--- config.mk ---
export PLATFORM = sky130hd
export DESIGN_NAME = linear_address_map_decoder
export DESIGN_NICKNAME = d
export VERILOG_FILES = /design/src/hdl/addr_map_pkg.sv /design/src/hdl/region_match.sv /design/src/hdl/linear_address_map_decoder.sv
export SDC_FILE = /design/constraint.sdc
export NUM_CORES = 1
export LEC_CHECK = 0
export ABC_AREA = 1
export BUFFER_PORTS_ARGS = -buffer_cell sky130_fd_sc_hd__buf_4
export CORE_MARGIN = 1
export CORE_UTILIZATION = 54
export CTS_CLUSTER_DIAMETER = 100
export DETAILED_ROUTE_END_ITERATION = 8
export PLACE_DENSITY = 0.79
export SLEW_MARGIN = 10
export SYNTH_ARGS = -nofsm -noshare
export SYNTH_HDL_FRONTEND = slang
export SYNTH_HIERARCHICAL = 1
export SYNTH_SLANG_ARGS = --single-unit
export TNS_END_PERCENT = 5
--- constraint.sdc ---
create_clock -name ref_clk -period 2.3 [get_ports ref_clk]
set_clock_uncertainty 0.15 [all_clocks]
set_input_delay 0.46 -clock ref_clk [delete_from_list [all_inputs] [get_ports ref_clk]]
set_output_delay 0.46 -clock ref_clk [all_outputs]
set_load 0.02 [all_outputs]
--- src/hdl/addr_map_pkg.sv ---
// address map constants and region codes for the linear address decoder
package addr_map_pkg;
	localparam int ADDR_W = 24;
	localparam int SEG_W = 8;
	localparam int PAGE_W = 2;
	localparam int OFS_W = 16;
	localparam logic [23:0] TOP_REG_LO = 24'hFF_FF00;
	localparam logic [23:0] TOP_REG_HI = 24'hFF_FFFF;
	localparam logic [23:0] TRAP_LO = 24'hF0_0000;
	localparam logic [23:0] TRAP_HI = 24'hFF_FEFF;
	localparam logic [23:0] FLASH_HI = 24'hCB_FFFF;
	localparam logic [23:0] DPR_RES_HI = 24'h00_F5FF;
	localparam logic [23:0] DS_RES_HI = 24'h00_9FFF;
	localparam logic [23:0] EPS_LO = 24'hE8_0000;
	localparam logic [23:0] EPS_HI = 24'hEF_FFFF;
	localparam logic [23:0] PS_LO = 24'hE0_0000;
	localparam logic [23:0] PS_HI = 24'hE7_FFFF;
	localparam logic [23:0] FLASH_LO = 24'hC0_0000;
	localparam logic [23:0] FLASH_RES_LO = 24'hC0_F000;
	localparam logic [23:0] FLASH_RES_HI = 24'hC0_FFFF;
	localparam logic [23:0] EXT_IO_LO = 24'h20_5800;
	localparam logic [23:0] EXT_IO_HI = 24'h3F_FFFF;
	localparam logic [23:0] SER_LO = 24'h20_4000;
	localparam logic [23:0] SER_HI = 24'h20_57FF;
	localparam logic [23:0] CAN_LO = 24'h20_0000;
	localparam logic [23:0] CAN_HI = 24'h20_3FFF;
	localparam logic [23:0] SFA_LO = 24'h00_FE00;
	localparam logic [23:0] DPR_LO = 24'h00_F600;
	localparam logic [23:0] DPR_HI = 24'h00_FDFF;
	localparam logic [23:0] DPR_BIT_LO = 24'h00_FD00;
	localparam logic [23:0] DPR_RES_LO = 24'h00_F200;
	localparam logic [23:0] EFA_LO = 24'h00_F000;
	localparam logic [23:0] EFA_HI = 24'h00_F1FF;
	localparam logic [23:0] XFA_LO = 24'h00_E000;
	localparam logic [23:0] XFA_HI = 24'h00_EFFF;
	localparam logic [23:0] DS_LO = 24'h00_A000;
	localparam logic [23:0] DS_HI = 24'h00_DFFF;
	localparam logic [23:0] DS_SMALL_HI = 24'h00_CFFF;
	localparam logic [23:0] DS_RES_LO = 24'h00_8000;
	localparam logic [23:0] SEG0_HI = 24'h00_FFFF;
	localparam int FLASH_MOD_BIT = 18;
	localparam int SECTOR_BIT = 12;
	localparam int PROG_BLK_BIT = 7;
	localparam logic [1:0] FLASH_MODS = 2'h3;
	typedef enum logic [3:0] {
		RG_EXT_MEM, RG_EXT_IO, RG_SERIAL, RG_CAN, RG_FLASH, RG_PROGRAM_SRAM, RG_EMULATED_PROGRAM_SRAM,
		RG_TOP_REG, RG_TRAP, RG_DATA_SRAM, RG_DUAL_PORT_RAM, RG_SFA, RG_EFA, RG_XFA, RG_RESERVED
	} region_t;
	typedef enum {ST_IDLE, ST_ACCESS, ST_XFER} xfer_state_t;
endpackage

--- src/hdl/region_match.sv ---
`timescale 1ns/1ps
// inclusive address range comparator, one per map range on the data side, five on the fetch side
module region_match #(
	parameter logic [23:0] LO = 24'h00_0000,
	parameter logic [23:0] HI = 24'h00_0000
) (
	// address in
	input wire logic [23:0] addr,
	// match out
	output logic hit
);
	assign hit = (addr >= LO) && (addr <= HI);
endmodule // region_match

--- src/hdl/linear_address_map_decoder.sv ---
`timescale 1ns/1ps
// linear address decoder: routes code fetches and data accesses to memories and buses
module linear_address_map_decoder
	import addr_map_pkg::*;
#(
	parameter int FLASH_MODULES = 3,
	parameter bit SMALL_FLASH = 1'b0
) (
	// clock, reset, enable
	input wire logic ref_clk,
	input wire logic srst,
	input wire logic clk_en,
	// code-fetch side request
	input wire logic fetch_req,
	input wire logic [23:0] fetch_addr,
	// data-transfer side request
	input wire logic data_req,
	input wire logic data_we,
	input wire logic data_byte,
	input wire logic data_bit,
	input wire logic [23:0] data_addr,
	// protection state
	input wire logic [15:0] program_sram_prot_limit,
	input wire logic [15:0] flash_wprot_mask,
	input wire logic flash_rprot,
	input wire logic flash_unlocked,
	// code-fetch routing result
	output logic fetch_ack,
	output region_t fetch_region,
	output logic [23:0] fetch_local,
	output logic fetch_flash_wide,
	output logic [1:0] fetch_flash_mod,
	output logic fetch_trap,
	// data routing result
	output logic data_ack,
	output region_t data_region,
	output logic [23:0] data_local,
	output logic data_byte_lane_hi,
	output logic data_bit_ok,
	output logic data_via_sysbus,
	output logic data_via_periph_bus,
	output logic data_no_pipe_opt,
	output logic data_trap,
	output logic [7:0] data_segment,
	output logic [1:0] data_page,
	output logic [11:0] flash_sector,
	output logic [10:0] flash_prog_block,
	output logic data_wr_blocked
);
	logic f_top, f_trap, f_eps, f_ps, f_flash;
	logic d_top, d_trap, d_eps, d_ps, d_flash, d_io, d_ser, d_can;
	logic d_sfa, d_dpr, d_dpres, d_efa, d_xfa, d_ds, d_dsres;
	logic d_flash_res, d_dpr_bit, d_gpr_span;
	region_t f_reg_nxt, d_reg_nxt;
	logic [23:0] f_loc_nxt, d_loc_nxt;
	logic [1:0] d_mod, f_mod;
	logic d_flash_exists, f_flash_exists, d_blk_nxt;
	xfer_state_t f_state_r, d_state_r;

	region_match #(.LO(TOP_REG_LO), .HI(TOP_REG_HI)) u_ftop (.addr(fetch_addr), .hit(f_top));
	region_match #(.LO(TRAP_LO), .HI(TRAP_HI)) u_ftrap (.addr(fetch_addr), .hit(f_trap));
	region_match #(.LO(EPS_LO), .HI(EPS_HI)) u_feps (.addr(fetch_addr), .hit(f_eps));
	region_match #(.LO(PS_LO), .HI(PS_HI)) u_fps (.addr(fetch_addr), .hit(f_ps));
	region_match #(.LO(FLASH_LO), .HI(FLASH_HI)) u_ffl (.addr(fetch_addr), .hit(f_flash));
	region_match #(.LO(TOP_REG_LO), .HI(TOP_REG_HI)) u_dtop (.addr(data_addr), .hit(d_top));
	region_match #(.LO(TRAP_LO), .HI(TRAP_HI)) u_dtrap (.addr(data_addr), .hit(d_trap));
	region_match #(.LO(EPS_LO), .HI(EPS_HI)) u_deps (.addr(data_addr), .hit(d_eps));
	region_match #(.LO(PS_LO), .HI(PS_HI)) u_dps (.addr(data_addr), .hit(d_ps));
	region_match #(.LO(FLASH_LO), .HI(FLASH_HI)) u_dfl (.addr(data_addr), .hit(d_flash));
	region_match #(.LO(EXT_IO_LO), .HI(EXT_IO_HI)) u_dio (.addr(data_addr), .hit(d_io));
	region_match #(.LO(SER_LO), .HI(SER_HI)) u_dser (.addr(data_addr), .hit(d_ser));
	region_match #(.LO(CAN_LO), .HI(CAN_HI)) u_dcan (.addr(data_addr), .hit(d_can));
	region_match #(.LO(SFA_LO), .HI(SEG0_HI)) u_dsfa (.addr(data_addr), .hit(d_sfa));
	region_match #(.LO(DPR_LO), .HI(DPR_HI)) u_ddpr (.addr(data_addr), .hit(d_dpr));
	region_match #(.LO(DPR_RES_LO), .HI(DPR_RES_HI)) u_ddpres (.addr(data_addr), .hit(d_dpres));
	region_match #(.LO(EFA_LO), .HI(EFA_HI)) u_defa (.addr(data_addr), .hit(d_efa));
	region_match #(.LO(XFA_LO), .HI(XFA_HI)) u_dxfa (.addr(data_addr), .hit(d_xfa));
	region_match #(.LO(DS_LO), .HI(DS_HI)) u_dds (.addr(data_addr), .hit(d_ds));
	region_match #(.LO(DS_RES_LO), .HI(DS_RES_HI)) u_ddsres (.addr(data_addr), .hit(d_dsres));
	region_match #(.LO(FLASH_RES_LO), .HI(FLASH_RES_HI)) u_dfres (.addr(data_addr), .hit(d_flash_res));
	region_match #(.LO(DPR_BIT_LO), .HI(DPR_HI)) u_dbit (.addr(data_addr), .hit(d_dpr_bit));

	assign f_mod = fetch_addr[FLASH_MOD_BIT +: 2];
	assign d_mod = data_addr[FLASH_MOD_BIT +: 2];
	// module count is a build option; absent modules fall into reserved space
	assign f_flash_exists = f_flash && (int'(f_mod) < FLASH_MODULES);
	assign d_flash_exists = d_flash && (int'(d_mod) < FLASH_MODULES);
	// any dual-port location counts as register-bank capable, so all of it is bit addressable
	assign d_gpr_span = d_dpr;

	// code-fetch side decode: program memories, the external path, top registers, trap and reserved space only
	always_comb begin
		f_reg_nxt = RG_EXT_MEM;
		f_loc_nxt = fetch_addr;
		if (f_top) begin
			f_reg_nxt = RG_TOP_REG;
		end else if (f_trap) begin
			f_reg_nxt = RG_TRAP;
		end else if (f_eps) begin
			f_reg_nxt = RG_EMULATED_PROGRAM_SRAM;
			f_loc_nxt = {8'h00, fetch_addr[OFS_W-1:0]};
		end else if (f_ps) begin
			f_reg_nxt = RG_PROGRAM_SRAM;
			f_loc_nxt = {8'h00, fetch_addr[OFS_W-1:0]};
		end else if (f_flash_exists) begin
			f_reg_nxt = RG_FLASH;
			f_loc_nxt = fetch_addr - FLASH_LO;
		end else if (fetch_addr >= FLASH_LO) begin
			f_reg_nxt = RG_RESERVED;
		end
	end

	// data side decode, segment 0 internal memories last, after the high regions and buses
	always_comb begin
		d_reg_nxt = RG_EXT_MEM;
		d_loc_nxt = data_addr;
		if (d_top) begin
			d_reg_nxt = RG_TOP_REG;
		end else if (d_trap) begin
			d_reg_nxt = RG_TRAP;
		end else if (d_eps) begin
			d_reg_nxt = RG_EMULATED_PROGRAM_SRAM;
			d_loc_nxt = {8'h00, data_addr[OFS_W-1:0]};
		end else if (d_ps) begin
			d_reg_nxt = RG_PROGRAM_SRAM;
			d_loc_nxt = {8'h00, data_addr[OFS_W-1:0]};
		end else if (d_flash_exists) begin
			d_reg_nxt = RG_FLASH;
			d_loc_nxt = data_addr - FLASH_LO;
		end else if (data_addr >= FLASH_LO) begin
			d_reg_nxt = RG_RESERVED;
		end else if (d_io) begin
			d_reg_nxt = RG_EXT_IO;
		end else if (d_ser) begin
			d_reg_nxt = RG_SERIAL;
			d_loc_nxt = data_addr - SER_LO;
		end else if (d_can) begin
			d_reg_nxt = RG_CAN;
			d_loc_nxt = data_addr - CAN_LO;
		end else if (d_sfa) begin
			d_reg_nxt = RG_SFA;
			d_loc_nxt = data_addr - SFA_LO;
		end else if (d_dpr) begin
			d_reg_nxt = RG_DUAL_PORT_RAM;
			d_loc_nxt = data_addr - DPR_LO;
		end else if (d_efa) begin
			d_reg_nxt = RG_EFA;
			d_loc_nxt = data_addr - EFA_LO;
		end else if (d_xfa) begin
			d_reg_nxt = RG_XFA;
			d_loc_nxt = data_addr - XFA_LO;
		end else if (d_ds) begin
			// small-flash variants only populate 12 Kbytes
			if (SMALL_FLASH && data_addr > DS_SMALL_HI) begin
				d_reg_nxt = RG_RESERVED;
			end else begin
				d_reg_nxt = RG_DATA_SRAM;
				d_loc_nxt = data_addr - DS_LO;
			end
		end else if (d_dpres || d_dsres) begin
			d_reg_nxt = RG_RESERVED;
		end
	end

	// access blocking: protected program SRAM writes, reserved flash sector writes, clustered flash write protection, flash read protection
	always_comb begin
		d_blk_nxt = 1'b0;
		if (data_we && (d_reg_nxt == RG_PROGRAM_SRAM) && (data_addr[OFS_W-1:0] < program_sram_prot_limit)) begin
			d_blk_nxt = 1'b1;
		end else if (data_we && d_flash_res) begin
			d_blk_nxt = 1'b1;
		end else if (data_we && (d_reg_nxt == RG_FLASH)
			&& flash_wprot_mask[data_addr[SECTOR_BIT+3 -: 4]] && !flash_unlocked) begin
			d_blk_nxt = 1'b1;
		end else if (!data_we && (d_reg_nxt == RG_FLASH) && flash_rprot && !flash_unlocked) begin
			d_blk_nxt = 1'b1;
		end
		// byte writes to function areas stay legal: every location takes byte access
	end

	// code-fetch handshake: one-cycle decode then acknowledge
	always_ff @(posedge ref_clk) begin
		if (srst) begin
			f_state_r <= ST_IDLE;
			fetch_ack <= 1'b0;
			fetch_region <= RG_EXT_MEM;
			fetch_local <= 24'h00_0000;
			fetch_flash_wide <= 1'b0;
			fetch_flash_mod <= 2'h0;
			fetch_trap <= 1'b0;
		end else if (clk_en) begin
			fetch_ack <= 1'b0;
			case (f_state_r)
				ST_IDLE: begin
					if (fetch_req) begin
						f_state_r <= ST_ACCESS;
						fetch_ack <= 1'b1;
						fetch_region <= f_reg_nxt;
						fetch_local <= f_loc_nxt;
						fetch_flash_wide <= (f_reg_nxt == RG_FLASH);
						fetch_flash_mod <= f_mod;
						fetch_trap <= (f_reg_nxt == RG_TRAP);
					end
				end
				default: begin
					f_state_r <= ST_IDLE;
				end
			endcase
		end
	end

	// data handshake runs independently, so both units proceed at once
	always_ff @(posedge ref_clk) begin
		if (srst) begin
			d_state_r <= ST_IDLE;
			data_ack <= 1'b0;
			data_region <= RG_EXT_MEM;
			data_local <= 24'h00_0000;
			data_byte_lane_hi <= 1'b0;
			data_bit_ok <= 1'b0;
			data_via_sysbus <= 1'b0;
			data_via_periph_bus <= 1'b0;
			data_no_pipe_opt <= 1'b0;
			data_trap <= 1'b0;
			data_segment <= 8'h00;
			data_page <= 2'h0;
			flash_sector <= 12'h000;
			flash_prog_block <= 11'h000;
			data_wr_blocked <= 1'b0;
		end else if (clk_en) begin
			data_ack <= 1'b0;
			case (d_state_r)
				ST_IDLE: begin
					if (data_req) begin
						d_state_r <= ST_ACCESS;
						data_ack <= 1'b1;
						data_region <= d_reg_nxt;
						data_local <= d_loc_nxt;
						data_byte_lane_hi <= data_byte & data_addr[0];
						data_bit_ok <= data_bit && (d_dpr_bit || d_gpr_span
							|| d_reg_nxt == RG_SFA || d_reg_nxt == RG_EFA);
						data_via_sysbus <= (d_reg_nxt == RG_FLASH || d_reg_nxt == RG_PROGRAM_SRAM
							|| d_reg_nxt == RG_EMULATED_PROGRAM_SRAM || d_reg_nxt == RG_EXT_MEM
							|| d_reg_nxt == RG_EXT_IO || d_reg_nxt == RG_SERIAL
							|| d_reg_nxt == RG_CAN);
						data_via_periph_bus <= (d_reg_nxt == RG_SERIAL
							|| d_reg_nxt == RG_CAN);
						data_no_pipe_opt <= (d_reg_nxt == RG_EXT_IO);
						data_trap <= (d_reg_nxt == RG_TRAP);
						data_segment <= data_addr[ADDR_W-1 -: SEG_W];
						data_page <= data_addr[OFS_W-1 -: PAGE_W];
						flash_sector <= data_addr[ADDR_W-1:SECTOR_BIT];
						flash_prog_block <= {2'b00, data_addr[SECTOR_BIT+3:PROG_BLK_BIT]};
						data_wr_blocked <= d_blk_nxt;
					end
				end
				default: begin
					d_state_r <= ST_IDLE;
				end
			endcase
		end
	end

	a_trap_flag: assert property (@(posedge ref_clk) disable iff (srst)
		clk_en && data_req && d_state_r == ST_IDLE && d_trap && !d_top |=> data_trap && data_ack)
		else $error("trap range did not raise trap");
	a_io_nopipe: assert property (@(posedge ref_clk) disable iff (srst)
		clk_en && data_req && d_state_r == ST_IDLE && d_io |=> data_no_pipe_opt)
		else $error("external io kept pipeline optimizations");
	a_periph_route: assert property (@(posedge ref_clk) disable iff (srst)
		clk_en && data_req && d_state_r == ST_IDLE && (d_ser || d_can) |=> data_via_periph_bus)
		else $error("serial or can block not on peripheral bus");
	a_program_sram_alias: assert property (@(posedge ref_clk) disable iff (srst)
		clk_en && fetch_req && f_state_r == ST_IDLE && f_ps
		|=> fetch_local == {8'h00, $past(fetch_addr[15:0])})
		else $error("program sram mirror not modulo 64k");
	a_flash_res_wr: assert property (@(posedge ref_clk) disable iff (srst)
		clk_en && data_req && data_we && d_state_r == ST_IDLE && d_flash_res |=> data_wr_blocked)
		else $error("reserved flash sector writable");
	a_program_sram_prot: assert property (@(posedge ref_clk) disable iff (srst)
		clk_en && data_req && data_we && d_state_r == ST_IDLE && d_ps && !d_eps
		&& data_addr[15:0] < program_sram_prot_limit |=> data_wr_blocked)
		else $error("protected program sram writable");
	a_seg_page: assert property (@(posedge ref_clk) disable iff (srst)
		clk_en && data_req && d_state_r == ST_IDLE
		|=> data_segment == $past(data_addr[23:16]) && data_page == $past(data_addr[15:14]))
		else $error("segment or page split wrong");
	a_ack_single: assert property (@(posedge ref_clk) disable iff (srst)
		fetch_ack |=> !fetch_ack)
		else $error("fetch ack longer than one cycle");
	a_dpr_bit: assert property (@(posedge ref_clk) disable iff (srst)
		clk_en && data_req && data_bit && d_state_r == ST_IDLE && d_dpr_bit |=> data_bit_ok)
		else $error("top dual-port bytes not bit addressable");
endmodule // linear_address_map_decoder

==> metrics, run 1 <==
routability cong. ~0.96; Via density around 5.3; Post-Route WL around 24 mm; fmax around 430 MHz; Synth Flop Type dfxtp_1; hold path start fetch_addr[0]; hpwl dp ~18 mm; CTS max path bufs 2; first-pass GRT wire length 36.7 mm; multiplexer share of the synthesized area 0%; reg-to-reg startpoint d_state_r[0]$_SDFFE_PP0P_; CTS tree done; largest family of logic cells by synthesized area simple AND/OR/NAND/NOR gates; Slew Viols, Final 0; Ys Warns 6; die outline height 114 um; hold buffer count at CTS 0; Required @ worst endpoint about 2.4 ns; Synth area leader dfxtp_1; row count 40; max_cap viols 0; clk root buf clkbuf_16; Pleak 5.10 nW; Final Cell Area between 0.009 and 0.01 sq mm; Sink Count between 80 and 90; final worst slack -0.0457 ns; Final TNS setup -0.0457 ns; Core Region 0.0121 sq mm; post-synthesis sequential area ratio between 20% and 30%; final hold vios 0; Synth area leaders dfxtp_1 (26%), nand2_1 (17%), nor2_1 (10%); chip width approximately 110 um; RSZ-0062 raised after global routing yes; Area Overhead vs Synth 46.6%; Final period util 102%; Post-synth EDFFs 0; CP endpoint kind register; wire per inst about 15 um; n_diodes 0; Adder-Cell Fraction of Synth Area between 5 and 6%; Synth Area in Simple Gates about two fifths; post-synthesis compound-gate area fraction 15.0%; number of global-route vias before repair ~7700; First-pass DRT Iterations 8; die area between 0.01 and 0.015 sq mm; Clk pin slew, worst setup/hold paths about 0.060 ns; DRT antenna net count 0; H-tree lvl count 3; Post-Syn Area 0.00675 sq mm; Skew-Pair Late Insertion Delay ~0.33 ns; VDD IR max about 370 uV; Worst Hold Class in -> reg; XOR/XNOR share of the synthesized area less than 1%; Reg2Reg Depth 6; total number of vias ~8600; Final Setup Violations 1; share of layout cells above drive strength 1 between 30% and 40%; DRT iter0 DRCs 657; Worst Setup Start Kind input port; total CTS buffers 9; status finished, violations left; synth unique cells 44; # DRC 0; Nets about 1600; Yosys top cell area share between 20% and 30%; post-synthesis cell count 1149; failing checks negative setup slack; Worst Path Arrival 2.47 ns; DP Area slightly above 0.009 sq mm; Tmin final around 2.3 ns; Syn Area/Cell approximately 5.9 sq um; register bit count reported by yosys 86; Port Buffers 189; Total GRT Usage 35.8%; Hold Path Stages 3; Critical Path Start data_addr[21]; Initial Utilization 55.7%; CP Max Fanout 7; number of fillers in the final layout a little under 900; initial antenna violation count 0; Pwr per Cell Area ~440 mW/mm^2; grt total ovfl 0; # IOs about 190; crit path kind in -> reg; largest net degree at the start of global routing 46; ys async rst share 0%
## repair_timing
item	in CTS	in global routing
endpoints found under the hold margin	0	0
setup endpoints to repair	0	19
resized for setup	0	78
buffers inserted	0	10
## cell usage after synthesis (2+ instances only)
cell	number
nor2_4	3
a21oi_2	5
nand2_1	313
nand2_2	6
a31oi_1	4
o21ai_0	65
inv_2	9
o21ai_1	5
nor3_1	10
inv_1	144
buf_4	18
o21a_1	2
a211oi_1	3
nand3_2	5
o211ai_1	5
a21oi_1	91
nand3_1	68
ha_1	30
nor2_8	2
nor2_2	25
xor2_1	2
buf_2	8
nand4_1	9
buf_6	3
buf_1	2
clkbuf_1	21
nor2_1	186
dfxtp_1	86
o2111ai_1	2
clkinv_1	2
nor3_2	2
## where the power goes
part | switching [mW] | internal (mW) | total [mW]
Sequential | 0.0538 | 1.58 | 1.63
Combinational | 0.730 | 0.556 | 1.29
Clock | 0.577 | 0.812 | 1.39
## state kept, by name (all words and copies together) (netlist names)
signal,cells
data_segment,8
f_state_r,1
data_trap,1
d_state_r,1
data_region,4
data_page,1
fetch_local,24
fetch_flash_mod,2
fetch_ack,1
fetch_region,4
flash_sector,3
fetch_flash_wide,1
fetch_trap,1
flash_prog_block,3
data_local,24
data_ack,1
data_byte_lane_hi,1
data_bit_ok,1
data_via_sysbus,1
data_wr_blocked,1
data_no_pipe_opt,1
data_via_periph_bus,1
## placed cells by master, fill, tap and decap left out, types with 5 or more instances in the layout
master	netlist	routed
buf_4	18	315
nand2_1	313	302
nor2_1	186	176
inv_1	144	137
a21oi_1	91	87
dfxtp_1	86	86
nand3_1	68	65
o21ai_0	65	64
ha_1	30	29
nor2_2	25	24
buf_6	3	18
inv_2	9	14
nor2_4	3	14
nand2_2	6	14
nor3_1	10	9
nand4_1	9	9
clkbuf_16	0	9
buf_12	0	9
nand3_2	5	8
a21oi_2	5	8
o21ai_1	5	5
o211ai_1	5	5
## cell families after synthesis
kind of cell	after synthesis
adders and majority gates	30
DFF	86
AOI/OAI and AO/OA	187
and+or+nand+nor	636
buffers and inverters	207
xor gates and xnor gates	2
other	1
## stage by stage
step                      util [%]  total power [mW]  std cells  setup WS [ns]  hold WS (ns)
after CTS                     78.8              4.23       1614         0.0258         0.194
after floorplan                  -              2.25       1150         0.0773         0.305
after detailed placement      76.4              2.86       1599         -0.282         0.306
after global routing          81.6              4.48       1624         -0.192         0.201
final                         81.6              4.30       1624        -0.0457         0.201
after global placement        76.4              2.84       1599         -0.267         0.300
## per-layer routing
layer	part of all wire (%)	vias up	track usage (%)	routed length, um
met5	0	-	0	0
met4	3.0	0	11.1	737
met3	9.2	72	8.71	2250
met2	47	442	60.7	11400
met1	41	3859	44.8	9930
li1	-	4219	-	-
## final cells by class
type	instances	area [sq um]	share of cell area (%)
inverter	155	587	5.93
multi-input combinational	857	4320	43.7
tap	168	210	2.13
timing repair buffer	343	2760	27.9
clock inverter	3	18.8	0.190
sequential	86	1720	17.4
clock buffer	12	267	2.70
## critical path, cell delays in order
cell and delay (ns):
buf_12 0.12, buf_12 0.12, buf_4 0.14, inv_1 0.08
ha_2 0.17, nand3_2 0.08, nor2_4 0.14, nand3_4 0.10
buf_4 0.16, nand4_1 0.10, nand2_1 0.10, nand2_4 0.12
nand2_4 0.07, nor2_4 0.08, nand3_2 0.07, nand2_1 0.10
nand2_1 0.09, a21oi_2 0.13
## worst paths after layout
check	slack [ns]	to
setup / recovery	-0.05	data_wr_blocked$_SDFFE_PP0P_
hold / removal	0.20	fetch_local[0]$_SDFFE_PP0P_
setup reg to reg	0.57	data_local[23]$_SDFFE_PP0P_
hold reg to reg	0.31	fetch_flash_mod[1]$_SDFFE_PP0P_
(Power assumes the default switching activity.)
==> run 2, diff against run 1 <==
clock period = 2.16 ns   (was 2.3 ns; I/O delays follow)
==> metrics, run 2 (same netlist as run 1, synthesis figures left out) <==
status finished, violations left; failing checks negative setup slack; area occupied by multi-input gates about 0.0044 sq mm; Sink Count 86; number of fillers in the final layout roughly 840; first-pass GRT wire length ~38 mm; Port Buffers ~190; clk root buf clkbuf_16; CP max stage cell nand4_1; crit path cell chain buf_6 > buf_6 > inv_1 > nand2_1 > nor2_1 > nand2_1 > nor2_4 > nor2_4 > o21ai_4 > nand2_1 > nand2_1 > nand4_1 > nand2_1 > nand2_2 > nor2_4 > nand3_2 > nand2_2 > nand2_2 > a21oi_2; Pwr per Cell Area about 480 mW/mm^2; CP most frequent cell nand2_1; Final period util 108%; Worst Path Arrival between 2 and 2.5 ns; chip width roughly 110 um; Tmin final 2.33 ns; n_diodes 0; First-pass DRT Iterations 5; final worst slack -0.168 ns; DRT antenna net count 0; share of layout cells above drive strength 1 about a third; initial antenna violation count 0; die outline height 114 um; Initial Utilization between 50% and 60%; Clk pin slew, worst setup/hold paths approximately 0.06 ns; CP Max Fanout 6; Post-Route WL 25.1 mm; Top Registers data_local x24, fetch_local x24, data_segment x8; Pleak ~5.1 nW; WP buf/inv 3; commonest non-fill, non-tap cell in the layout buf_4; hold path start fetch_addr[3]; routability cong. between 1 and 1.5; # DRC 0; H-tree lvl count 3; Core Region between 0.01 and 0.015 sq mm; Hold Path End fetch_local[3]$_SDFFE_PP0P_; non-filler cells, final around 1600; Top delay family on crit path simple AND/OR/NAND/NOR gates; CTS max path bufs 2; Worst Hold Class in -> reg; row count 40; total number of vias approximately 8700; CP endpoint kind register; Nets around 1600; placed instance count between 1500 and 2000; die area 0.0129 sq mm; number of global-route vias before repair about 7800; max_cap viols 0; wire per inst about 16 um; CP max stage delay about 0.20 ns; reg-to-reg critical path endpoint data_local[19]$_SDFFE_PP0P_; Final Setup Violations 12; Area Overhead vs Synth 46.9%; VDD IR max 597 uV; Via density 5.36; flop2flop setup slack 0.49 ns; RSZ-0062 raised after global routing yes; final hold vios 0; crit path kind in -> reg; largest net degree at the start of global routing 46; Required @ worst endpoint between 2 and 2.5 ns; CTS tree done; total CTS buffers 9; Slew Viols, Final 0; Final TNS setup -0.628 ns; Skew-Pair Late Insertion Delay ~0.34 ns; reg-to-reg startpoint d_state_r[0]$_SDFFE_PP0P_; Reg2Reg Depth 6; FF/Latch Area approximately 0.0017 sq mm; fmax 430 MHz; Worst Setup Start Kind input port; grt total ovfl 0; commonest non-fill, non-tap cells in the layout buf_4 (313), nand2_1 (298), nor2_1 (170), inv_1 (135), dfxtp_1 (86); Tot Pwr ~4.7 mW; Total GRT Usage ~37%; hpwl dp around 18 mm; Finished Core Util between 80% and 90%; # IOs roughly 190; Hold Path Stages 3; DRT iter0 DRCs around 870
==> run 2: cell count changes in the layout (fill, tap and decap cells not counted), moves of 3 or more <==
cell,previous run,this run
clkbuf_8,3,0
nor2_1,176,170
nor2_2,24,33
nand2_1,302,298
o21ai_0,64,60
o21ai_1,5,9
buf_12,9,5
a21oi_1,87,84
nand2_2,14,18
nor2_4,14,11
==> run 2: report_power, final <==
part / internal, mW / total [mW] / switching, mW / leakage (nW)
clock: 1.01 / 1.64 / 0.637 / 0.155
combinational: 0.571 / 1.36 / 0.785 / 4.23
sequential: 1.68 / 1.73 / 0.0578 / 0.704
total: 3.25 / 4.73 / 1.48 / 5.09
==> run 2: worst reg2reg max path, stage by stage (launching register included) <==
cell and delay [ns]:
dfxtp_1 0.33, nor2_4 0.13, buf_4 0.43, nand2_1 0.17, a21oi_1 0.17, a21oi_1 0.07
a21oi_1 0.15
==> run 2: worst max path at each step <==
stage                        startpoint                           end  slack (ns)  cells after the start
after floorplan           data_addr[17]   data_local[14]$_SDFFE_PP0P_        0.07                     17
final                     data_addr[21]  data_wr_blocked$_SDFFE_PP0P_       -0.17                     19
after global placement    data_addr[20]  data_wr_blocked$_SDFFE_PP0P_       -0.37                     19
after global routing      data_addr[14]  data_wr_blocked$_SDFFE_PP0P_       -0.26                     19
after detailed placement  data_addr[23]      data_bit_ok$_SDFFE_PP0P_       -0.43                     18
after CTS                 data_addr[14]  data_wr_blocked$_SDFFE_PP0P_     0.00003                     20
==> run 2: repair_timing <==
item / CTS / global route
buffers inserted: 2 / 8
hold buffers: 0 / 0
pin swaps: 9 / 26
setup endpoints to repair: 4 / 24
gates resized for setup: 17 / 83
==> run 2: metrics by stage <==
stage	worst slack, ns	area (sq um)	hold WS [ns]
floorplan	0.0743	6750	0.305
global route	-0.262	9910	0.151
detailed placement	-0.427	9200	0.306
finish	-0.168	9910	0.160
global placement	-0.365	9200	0.301
CTS	0.0000320	9590	0.156
==> run 2: per-layer routing <==
metal | up-vias | share of wire, % | track usage [%]
li1 | 4221 | - | -
met1 | 3963 | 40 | 44.8
met2 | 432 | 49 | 65.0
met3 | 74 | 7.8 | 8.34
met4 | 0 | 2.9 | 12.0
met5 | - | 0 | 0
==> run 2: area by class of cell <==
| cell class | count | area share, % |
|---|---|---|
| clock buffer | 9 | 2.27 |
| multi-input combinational | 857 | 44.2 |
| inverter | 155 | 5.95 |
| tap | 168 | 2.12 |
| clock inverter | 6 | 0.884 |
| timing repair buffer | 339 | 27.2 |
| sequential | 86 | 17.4 |
